`src/cfg_msg_pkg.sv`:
```
package cfg_msg_pkg;
    // ------------------------------------------------------------
    // Token and field layout
    // ------------------------------------------------------------
    localparam int TOK_W = 9;             // Bit 8 marks a control token
    localparam int TOK_CTRL_BIT = 8;
    localparam int RET_W = 24;
    localparam int REGNUM_W = 16;
    localparam int WORD_W = 32;
    localparam int DEST_W = 32;
    localparam int RET_BYTES = 3;
    localparam int REG_BYTES = 2;
    localparam int DATA_BYTES = 4;
    localparam int MSG_SH_W = RET_W + REGNUM_W + WORD_W;
    localparam logic [3:0] WR_BYTES = 4'h9;
    localparam logic [3:0] RD_BYTES = 4'h5;

    // ------------------------------------------------------------
    // Control token values
    // ------------------------------------------------------------
    localparam logic [7:0] TK_WRITE = 8'hC0;
    localparam logic [7:0] TK_READ = 8'hC1;
    localparam logic [7:0] TK_END = 8'h01;
    localparam logic [7:0] TK_OK = 8'h03;
    localparam logic [7:0] TK_FAIL = 8'h04;

    // ------------------------------------------------------------
    // Destinations and identifiers
    // ------------------------------------------------------------
    localparam logic [15:0] TILE_PATTERN = 16'hC20C;
    localparam logic [15:0] NODE_PATTERN = 16'hC30C;
    localparam logic [7:0] SUPPRESS_BYTE = 8'hFF;
    localparam logic [7:0] PS_RES_TYPE = 8'h0B;
    localparam int PS_SHIFT = 8;
    localparam logic [15:0] DEF_TILE_ID = 16'h0000;  // Arbitrary value
    localparam logic [15:0] DEF_NODE_ID = 16'h0001;  // Arbitrary value

    // ------------------------------------------------------------
    // Sizes and reset values
    // ------------------------------------------------------------
    localparam int FIFO_DEPTH = 8;
    localparam int BANK_REGS = 8;
    localparam logic [31:0] REG_RST = 32'h00000000;
endpackage

```
`src/cfg_link_if.sv`:
```
`timescale 1ns/1ns
interface cfg_link_if;
    import cfg_msg_pkg::*;
    logic req_valid;
    logic req_ready;
    logic [TOK_W-1:0] req_tok;
    logic [DEST_W-1:0] req_dest;
    logic rsp_valid;
    logic rsp_ready;
    logic [TOK_W-1:0] rsp_tok;
    logic [RET_W-1:0] rsp_dest;

    modport device (
        input req_valid, req_tok, req_dest, rsp_ready,
        output req_ready, rsp_valid, rsp_tok, rsp_dest
    );
    modport requester (
        output req_valid, req_tok, req_dest, rsp_ready,
        input req_ready, rsp_valid, rsp_tok, rsp_dest
    );
endinterface

```
`src/cfg_device_end.sv`:
```
`timescale 1ns/1ns

module cfg_token_fifo #(
    parameter int WIDTH = 41,
    parameter int DEPTH = 8
) (
    input wire logic i_ref_clk,              // Clock
    input wire logic i_srst,                 // Sync reset
    input wire logic i_ce,                   // Clock enable
    input wire logic i_in_valid,             // Write valid
    output logic o_in_ready,                 // Room left
    input wire logic [WIDTH-1:0] i_in_data,  // Write data
    output logic o_out_valid,                // Data present
    input wire logic i_out_ready,            // Read strobe
    output logic [WIDTH-1:0] o_out_data      // Read data
);
    localparam int AW = (DEPTH > 1) ? $clog2(DEPTH) : 1;
    logic [WIDTH-1:0] mem [DEPTH];
    logic [AW-1:0] wr_ptr;
    logic [AW-1:0] rd_ptr;
    logic [AW:0] count;
    logic [AW:0] next_count;
    logic push;
    logic pop;

    assign push = i_in_valid && o_in_ready;
    assign pop = o_out_valid && i_out_ready;
    assign o_out_valid = (count != '0);
    assign o_out_data = mem[rd_ptr];

    always_comb begin
        next_count = count;
        if (push && !pop) begin
            next_count = count + 1'b1;
        end else if (pop && !push) begin
            next_count = count - 1'b1;
        end
    end

    always_ff @(posedge i_ref_clk) begin
        if (i_srst) begin
            count <= '0;
            o_in_ready <= 1'b1;
            wr_ptr <= '0;
            rd_ptr <= '0;
        end else if (i_ce) begin
            count <= next_count;
            o_in_ready <= (next_count != (AW+1)'(DEPTH));
            if (push) begin
                wr_ptr <= (wr_ptr == AW'(DEPTH-1)) ? '0 : wr_ptr + 1'b1;
            end
            if (pop) begin
                rd_ptr <= (rd_ptr == AW'(DEPTH-1)) ? '0 : rd_ptr + 1'b1;
            end
        end
    end

    for (genvar g = 0; g < DEPTH; g++) begin : g_entry
        always_ff @(posedge i_ref_clk) begin
            if (i_ce && push && wr_ptr == AW'(g)) begin
                mem[g] <= i_in_data;
            end
        end
    end
endmodule // cfg_token_fifo

module cfg_device_end
    import cfg_msg_pkg::*;
#(
    parameter logic [15:0] TILE_ID = DEF_TILE_ID,
    parameter logic [15:0] NODE_ID = DEF_NODE_ID,
    parameter int NREGS = BANK_REGS,
    parameter int DEPTH = FIFO_DEPTH
) (
    input wire logic i_ref_clk,          // Clock
    input wire logic i_srst,             // Sync reset
    input wire logic i_ce,               // Clock enable
    cfg_link_if.device link,             // Token link
    input wire logic i_ps_valid,         // Status access request
    input wire logic i_ps_write,         // 1 write, 0 read
    input wire logic [31:0] i_ps_rid,    // Status resource id
    input wire logic [31:0] i_ps_wdata,  // Status write word
    output logic o_ps_ack,               // Access done pulse
    output logic o_ps_ok,                // Register existed
    output logic [31:0] o_ps_rdata       // Status read word
);
    localparam int IW = (NREGS > 1) ? $clog2(NREGS) : 1;
    localparam int FW = DEST_W + TOK_W;

    typedef enum logic [2:0] {
        S_CMD, S_RET, S_REG, S_DATA, S_END, S_DRAIN, S_REPLY
    } dev_state_t;

    dev_state_t state;
    logic [WORD_W-1:0] regs [2][NREGS];
    logic f_valid;
    logic f_ready;
    logic [FW-1:0] f_data;
    logic [TOK_W-1:0] tok;
    logic [DEST_W-1:0] dest;
    logic take;
    logic is_end;
    logic is_wr;
    logic bank_node;
    logic bank_hit;
    logic [RET_W-1:0] ret_id;
    logic [REGNUM_W-1:0] reg_num;
    logic [WORD_W-1:0] wdata;
    logic [1:0] cnt;
    logic msg_done;
    logic msg_ok;
    logic msg_we;
    logic suppress;
    logic rep_ok;
    logic [2:0] rep_idx;
    logic [2:0] rep_last;
    logic [WORD_W-1:0] rep_sh;
    logic rsp_valid;
    logic [TOK_W-1:0] rsp_tok;
    logic [RET_W-1:0] rsp_dest;
    logic ps_hit;
    logic [IW-1:0] ps_idx;
    logic ps_take;

    // ------------------------------------------------------------
    // Request buffer
    // ------------------------------------------------------------
    cfg_token_fifo #(.WIDTH(FW), .DEPTH(DEPTH)) u_fifo (
        .i_ref_clk(i_ref_clk),
        .i_srst(i_srst),
        .i_ce(i_ce),
        .i_in_valid(link.req_valid),
        .o_in_ready(link.req_ready),
        .i_in_data({link.req_dest, link.req_tok}),
        .o_out_valid(f_valid),
        .i_out_ready(f_ready),
        .o_out_data(f_data)
    );

    assign f_ready = (state != S_REPLY);
    assign tok = f_data[TOK_W-1:0];
    assign dest = f_data[FW-1:TOK_W];
    assign take = i_ce && f_valid && f_ready;
    assign is_end = tok[TOK_CTRL_BIT] && tok[7:0] == TK_END;
    assign msg_done = take && is_end && state != S_CMD;
    assign msg_ok = (state == S_END) && bank_hit
        && (reg_num < REGNUM_W'(NREGS));
    assign msg_we = msg_done && msg_ok && is_wr;
    assign suppress = is_wr && ret_id[7:0] == SUPPRESS_BYTE;

    assign link.rsp_valid = rsp_valid;
    assign link.rsp_tok = rsp_tok;
    assign link.rsp_dest = rsp_dest;

    // ------------------------------------------------------------
    // Message parser and reply sender
    // ------------------------------------------------------------
    always_ff @(posedge i_ref_clk) begin
        if (i_srst) begin
            state <= S_CMD;
            is_wr <= 1'b0;
            bank_node <= 1'b0;
            bank_hit <= 1'b0;
            ret_id <= '0;
            reg_num <= '0;
            wdata <= '0;
            cnt <= '0;
            rep_ok <= 1'b0;
            rep_idx <= '0;
            rep_last <= '0;
            rep_sh <= '0;
            rsp_valid <= 1'b0;
            rsp_tok <= '0;
            rsp_dest <= '0;
        end else if (i_ce) begin
            if (rsp_valid && link.rsp_ready) begin
                rsp_valid <= 1'b0;
            end
            if (take) begin
                cnt <= cnt + 1'b1;
                unique case (state)
                    S_CMD: begin
                        cnt <= '0;
                        if (tok[TOK_CTRL_BIT] && (tok[7:0] == TK_WRITE
                                || tok[7:0] == TK_READ)) begin
                            is_wr <= (tok[7:0] == TK_WRITE);
                            bank_node <= (dest[15:0] == NODE_PATTERN);
                            bank_hit <= (dest == {TILE_ID, TILE_PATTERN})
                                || (dest == {NODE_ID, NODE_PATTERN});
                            state <= S_RET;
                        end
                    end
                    S_RET: begin
                        ret_id <= {ret_id[RET_W-9:0], tok[7:0]};
                        if (cnt == 2'(RET_BYTES-1)) begin
                            cnt <= '0;
                            state <= S_REG;
                        end
                    end
                    S_REG: begin
                        reg_num <= {reg_num[7:0], tok[7:0]};
                        if (cnt == 2'(REG_BYTES-1)) begin
                            cnt <= '0;
                            state <= is_wr ? S_DATA : S_END;
                        end
                    end
                    S_DATA: begin
                        wdata <= {wdata[WORD_W-9:0], tok[7:0]};
                        if (cnt == 2'(DATA_BYTES-1)) begin
                            state <= S_END;
                        end
                    end
                    S_END, S_DRAIN: begin
                    end
                    S_REPLY: begin
                    end
                endcase
                if (state != S_CMD && tok[TOK_CTRL_BIT] && !is_end) begin
                    state <= S_DRAIN;
                end
                if (state != S_CMD && state != S_DRAIN
                        && !tok[TOK_CTRL_BIT] && state == S_END) begin
                    state <= S_DRAIN;
                end
                if (msg_done) begin
                    rep_ok <= msg_ok;
                    rep_idx <= '0;
                    rep_last <= (msg_ok && !is_wr) ? 3'h5 : 3'h1;
                    rep_sh <= regs[bank_node][reg_num[IW-1:0]];
                    state <= suppress ? S_CMD : S_REPLY;
                end
            end
            if (state == S_REPLY && (!rsp_valid || link.rsp_ready)) begin
                rsp_valid <= 1'b1;
                rsp_dest <= ret_id;
                rep_idx <= rep_idx + 1'b1;
                if (rep_idx == '0) begin
                    rsp_tok <= {1'b1, rep_ok ? TK_OK : TK_FAIL};
                end else if (rep_idx == rep_last) begin
                    rsp_tok <= {1'b1, TK_END};
                    state <= S_CMD;
                end else begin
                    rsp_tok <= {1'b0, rep_sh[WORD_W-1 -: 8]};
                    rep_sh <= {rep_sh[WORD_W-9:0], 8'h00};
                end
            end
        end
    end

    // ------------------------------------------------------------
    // Local status access
    // ------------------------------------------------------------
    assign ps_hit = i_ps_rid[7:0] == PS_RES_TYPE
        && i_ps_rid[31:PS_SHIFT] < (32-PS_SHIFT)'(NREGS);
    assign ps_idx = i_ps_rid[PS_SHIFT +: IW];
    assign ps_take = i_ps_valid && !msg_we && !o_ps_ack;

    always_ff @(posedge i_ref_clk) begin
        if (i_srst) begin
            o_ps_ack <= 1'b0;
            o_ps_ok <= 1'b0;
            o_ps_rdata <= '0;
        end else if (i_ce) begin
            o_ps_ack <= ps_take;
            if (ps_take) begin
                o_ps_ok <= ps_hit;
                o_ps_rdata <= ps_hit ? regs[0][ps_idx] : '0;
            end
        end
    end

    // ------------------------------------------------------------
    // Register banks: 0 tile, 1 node
    // ------------------------------------------------------------
    for (genvar b = 0; b < 2; b++) begin : g_bank
        for (genvar e = 0; e < NREGS; e++) begin : g_reg
            always_ff @(posedge i_ref_clk) begin
                if (i_srst) begin
                    regs[b][e] <= REG_RST;
                end else if (i_ce) begin
                    if (msg_we && bank_node == 1'(b)
                            && reg_num[IW-1:0] == IW'(e)) begin
                        regs[b][e] <= wdata;
                    end else if (b == 0 && ps_take && ps_hit && i_ps_write
                            && ps_idx == IW'(e)) begin
                        regs[b][e] <= i_ps_wdata;
                    end
                end
            end
        end
    end
endmodule // cfg_device_end

```
`src/flat_wrapper.sv`:
```
// flat-port wrapper written by rule: the top's interface ports become plain ports
module cfg_device_end_flat import cfg_msg_pkg::*;
#(
    parameter logic [15:0] TILE_ID = DEF_TILE_ID,
    parameter logic [15:0] NODE_ID = DEF_NODE_ID,
    parameter int NREGS = BANK_REGS,
    parameter int DEPTH = FIFO_DEPTH
)
  (i_ref_clk, i_srst, i_ce, i_ps_valid, i_ps_write, i_ps_rid, i_ps_wdata, o_ps_ack, o_ps_ok, o_ps_rdata, link_req_valid, link_req_tok, link_req_dest, link_rsp_ready, link_req_ready, link_rsp_valid, link_rsp_tok, link_rsp_dest);
  cfg_link_if link_i ();
  input wire logic i_ref_clk;
  input wire logic i_srst;
  input wire logic i_ce;
  input wire logic i_ps_valid;
  input wire logic i_ps_write;
  input wire logic [31:0] i_ps_rid;
  input wire logic [31:0] i_ps_wdata;
  output logic o_ps_ack;
  output logic o_ps_ok;
  output logic [31:0] o_ps_rdata;
  input wire logic [$bits(link_i.req_valid)-1:0] link_req_valid;
  input wire logic [$bits(link_i.req_tok)-1:0] link_req_tok;
  input wire logic [$bits(link_i.req_dest)-1:0] link_req_dest;
  input wire logic [$bits(link_i.rsp_ready)-1:0] link_rsp_ready;
  output wire logic [$bits(link_i.req_ready)-1:0] link_req_ready;
  output wire logic [$bits(link_i.rsp_valid)-1:0] link_rsp_valid;
  output wire logic [$bits(link_i.rsp_tok)-1:0] link_rsp_tok;
  output wire logic [$bits(link_i.rsp_dest)-1:0] link_rsp_dest;
  assign link_i.req_valid = link_req_valid;
  assign link_i.req_tok = link_req_tok;
  assign link_i.req_dest = link_req_dest;
  assign link_i.rsp_ready = link_rsp_ready;
  assign link_req_ready = link_i.req_ready;
  assign link_rsp_valid = link_i.rsp_valid;
  assign link_rsp_tok = link_i.rsp_tok;
  assign link_rsp_dest = link_i.rsp_dest;
  cfg_device_end #(.TILE_ID(TILE_ID), .NODE_ID(NODE_ID), .NREGS(NREGS), .DEPTH(DEPTH)) u_core (.i_ref_clk(i_ref_clk), .i_srst(i_srst), .i_ce(i_ce), .link(link_i), .i_ps_valid(i_ps_valid), .i_ps_write(i_ps_write), .i_ps_rid(i_ps_rid), .i_ps_wdata(i_ps_wdata), .o_ps_ack(o_ps_ack), .o_ps_ok(o_ps_ok), .o_ps_rdata(o_ps_rdata));
endmodule
```
`config.mk`:
```
export PLATFORM = sky130hd
export DESIGN_NAME = cfg_device_end_flat
export DESIGN_NICKNAME = d
export VERILOG_FILES = /design/src/cfg_msg_pkg.sv /design/src/cfg_link_if.sv /design/src/cfg_device_end.sv /design/src/flat_wrapper.sv
export SDC_FILE = /design/constraint.sdc
export NUM_CORES = 2
export LEC_CHECK = 0
export ABC_AREA = 1
export BUFFER_PORTS_ARGS = -buffer_cell sky130_fd_sc_hd__buf_2
export CORE_MARGIN = 2
export CORE_UTILIZATION = 44
export DETAILED_ROUTE_END_ITERATION = 6
export PLACE_DENSITY = 0.7
export SYNTH_ARGS = -nofsm -noshare
export SYNTH_HDL_FRONTEND = slang
export SYNTH_HIERARCHICAL = 1
export SYNTH_SLANG_ARGS = --single-unit
export TNS_END_PERCENT = 100
```
`constraint.sdc`:
```
create_clock -name i_ref_clk -period 5.4 [get_ports i_ref_clk]
set_clock_uncertainty 0.1 [all_clocks]
set_input_delay 0.27 -clock i_ref_clk [delete_from_list [all_inputs] [get_ports i_ref_clk]]
set_output_delay 0.27 -clock i_ref_clk [all_outputs]
set_load 0.05 [all_outputs]
```
==> out/results.txt <==
GRT overflow: 0
CP max-delay cell: nand2_2
Final hold vios: 0
Num CTS Buffers: 108
Post-CTS sizing: 0
FMAX: 0.208 GHz
Hold Crit Class: in2reg
Commonest non-fill, non-tap cell in the layout: nand2_1
Largest net degree at the start of global routing: 151
Hold depth: 7
R2r worst-path depth: 14
Worst Path Required: 5.62 ns
Num Clock Sinks: 1041
Vias/cell: 5.93
Post-DP HPWL: 93800 um
R2R setup slack: 0.58 ns
CTS tree: yes
Most frequent cells in the layout: nand2_1, edfxtp_1, nor2_1
Share of layout cells above drive strength 1: 9.68%
WS Path Type: reg2reg
R2R Path End: u_core/regs[1][219]
Worst-Margin Slew: 1.34 ns
Initial antenna violation count: 12
Synth Area in Compound Gates: 11.8%
Post-layout min period: 4.82 ns
Clock Tree Root: clkbuf_16
H-tree levels: 3
Logic pwr share: 7.0%
Wirelength, routed: 160000 um
Post-route clock period utilization: 89.2%
Post-route insts no fill: 6976
Lkg Pwr: 20.4 nW
Unrepaired setup endpoints after global routing: no
Worst VDD drop: 0.000333 V
Setup WS pre-CTS: 0.664 ns
Avg WL per Cell: 22.9 um
Synth Area in Simple Gates: 21.6%
Max-cap viol count: 0
P&R area growth vs syn: 13.2%
Startpoint of the worst hold path: link_req_valid
Clock Pin Slew Worst Setup and Hold Paths: 0.06 ns
Largest delay contributor family on the critical path: simple AND/OR/NAND/NOR gates
Design area: 55100 um^2
Critical Path Max Stage Delay: 0.84 ns
CP most frequent cell: nand2_1
Core area: 109000 um^2
Share of flip-flops with an asynchronous set or reset: 0%
Fillers: 9923
Port-buffer cells: 180
CP max FO: 51
Vias in the first global route: 39500
Final net count: 5533
Power Dens Cells: 322 nW/um^2
Worst path bufs/invs: 2
Die W: 337 um
Placed Cells: 6691
Number of flops mapped to enable cells by yosys: 840
Worst path cell trace: inv_4 > buf_4 > nor2_1 > o32ai_1 > nand2_1 > nand2_1 > nand2_1 > nor2_1 > nand3_1 > nor2_2 > nand3_2 > nor3_4 > nand2_1 > nand2_2
Hold path endpoint: u_core/u_fifo/count[3]
Cell Area, Placed: 50700 um^2
Drt initial violations: 4957
Worst Setup End Kind: register
Mapped Area: 48700 um^2
Setup-failing EPs final: 0
Dominant synthesized flop cell: edfxtp_1
FF+latch count, synth: 1041
DRC viols: 0
Cell variety after synth: 43
Largest family of logic cells by synthesized area: simple AND/OR/NAND/NOR gates
Switch share: 23.9%
Syn Nets: 5499
First-pass GRT wire length: 237000 um
Die height: 337 um
P_int: 13.5 mW
Total negative slack: 0 ns
Outcome: finished clean
All-Layer GR Usage: 27.5%
Critical path startpoint category: register
ANT nets after route: 0
Cells after Synth: 5369
Post-Synth XOR/XNOR Area: 0.0180%
Clock network fraction of design power: 42.2%
Multiplexer share of the synthesized area: 0%
Seq/Total Area, Yosys: 60.1%
Routed via count: 41400
Initial Util: 44.5%
Post-Synth Adder-Cell Area: 0.463%
Ports: 181
Max-slew headroom: 10.3%
Max-slew violations: 0
Flop pwr share: 50.7%
Hold slack: 0.0663 ns
DRT Pass-1 Iters: 6
DIE AREA: 113000 um^2
Worst-skew pair later-pin latency: 0.70 ns
Post-route worst setup slack: 0.581 ns
GPL Wtd Cong: 0.909
Yosys warning count: 6
Site row count: 121
Sw Pwr: 4.24 mW
Syn Area/Cell: 9.06 um^2
Worst EP arrival: 5.03 ns
CTS Buffer Depth: 3
## layout make-up
cell class | count | area [um^2] | share of cell area (%)
repair buffers | 366 | 2680 | 4.87
clock buffers | 152 | 3080 | 5.60
diodes | 2 | 5.00 | 0.00909
clock inverters | 53 | 509 | 0.925
flip-flops and latches | 1041 | 29300 | 53.1
inverters | 258 | 978 | 1.78
well taps | 1476 | 1850 | 3.35
multi-input cells | 3628 | 16700 | 30.3
## Yosys cell counts (29+ instances only)
| master | n | share of area, % |
|---|---|---|
| buf_1 | 40 | 0.31 |
| o21ai_0 | 574 | 5.9 |
| o22ai_1 | 128 | 1.6 |
| nor2_1 | 769 | 5.9 |
| clkbuf_2 | 29 | 0.30 |
| nand3_1 | 481 | 4.9 |
| edfxtp_1 | 840 | 52 |
| inv_1 | 252 | 1.9 |
| buf_2 | 78 | 0.80 |
| a21oi_1 | 220 | 2.3 |
| nand4_1 | 43 | 0.55 |
| o32ai_1 | 82 | 1.5 |
| nand2_1 | 1239 | 9.6 |
| clkbuf_1 | 273 | 2.1 |
| dfxtp_1 | 201 | 8.3 |
## worst register-to-register path: stages, from the launching register on
cell,delay (ns)
dfxtp_4,0.49
inv_4,0.48
buf_4,0.36
nor2_1,0.07
o32ai_1,0.14
nand2_1,0.10
nand2_1,0.19
nand2_1,0.09
nor2_1,0.10
nand3_1,0.14
nor2_2,0.21
nand3_2,0.25
nor3_4,0.68
nand2_1,0.18
nand2_2,0.84
## worst max path at each step
stage,startpoint,endpoint,cells after the start
after CTS,register,u_core/regs[1][219],14
after detailed placement,register,u_core/regs[1][217],14
after global routing,register,u_core/regs[1][219],14
after floorplan,u_core/u_fifo/o_in_ready,u_core/u_fifo/mem[0][0],5
after global placement,register,u_core/regs[1][217],14
final,register,u_core/regs[1][219],14
## power groups by stage
| stage | Combinational (mW) | Clock (mW) | Sequential [mW] |
|---|---|---|---|
| detailed placement | 1.17 | 0 | 9.15 |
| floorplan | 0.780 | 0 | 9.12 |
| global placement | 1.15 | 0 | 9.15 |
| CTS | 1.22 | 7.55 | 8.99 |
| global route | 1.35 | 7.86 | 9.01 |
| finish | 1.25 | 7.49 | 8.99 |
## routing by layer
layer / share of wire [%] / global-route usage [%] / routed length [um] / up-vias
met3: 11 / 5.82 / 17900 / 641
met1: 35 / 33.6 / 56700 / 19600
met5: 0.065 / 0 / 104 / -
met2: 46 / 44.3 / 73900 / 2659
met4: 7.1 / 18.0 / 11400 / 18
li1: - / - / - / 18500
## sequential cells by signal, summed over array words and instances, names as in the netlist, 4 cells and up, named ones only
name	count
u_core/o_ps_rdata	32
u_core/u_fifo/mem	328
u_core/u_fifo/count	4
u_core/ret_id	24
u_core/rep_sh	32
u_core/reg_num	16
u_core/link.rsp_tok	9
u_core/wdata	32
u_core/regs	512
u_core/link.rsp_dest	24
## metrics by stage
stage                     total power [mW]  util (%)
after floorplan                       9.90         -
after global placement                10.3      46.4
after detailed placement              10.3      46.4
after CTS                             17.8      50.4
after global routing                  18.2      50.4
final                                 17.7      50.4
## timing repair
action	4_1_cts	5_1_grt
hold endpoints to repair	607	0
endpoints found under the setup margin	0	0
setup buffers	0	0
hold buffers	78	0
## logic make-up (layout without fill, tap and decap cells)
logic type      Yosys count  in the layout
flops                  1041           1041
buf+inv                 700            829
fa+ha+maj                18             18
xor+xnor                  1              1
simple gates           2572           2572
other cells               0              2
compound gates         1037           1037
Power figures use the tool's default switching activity.
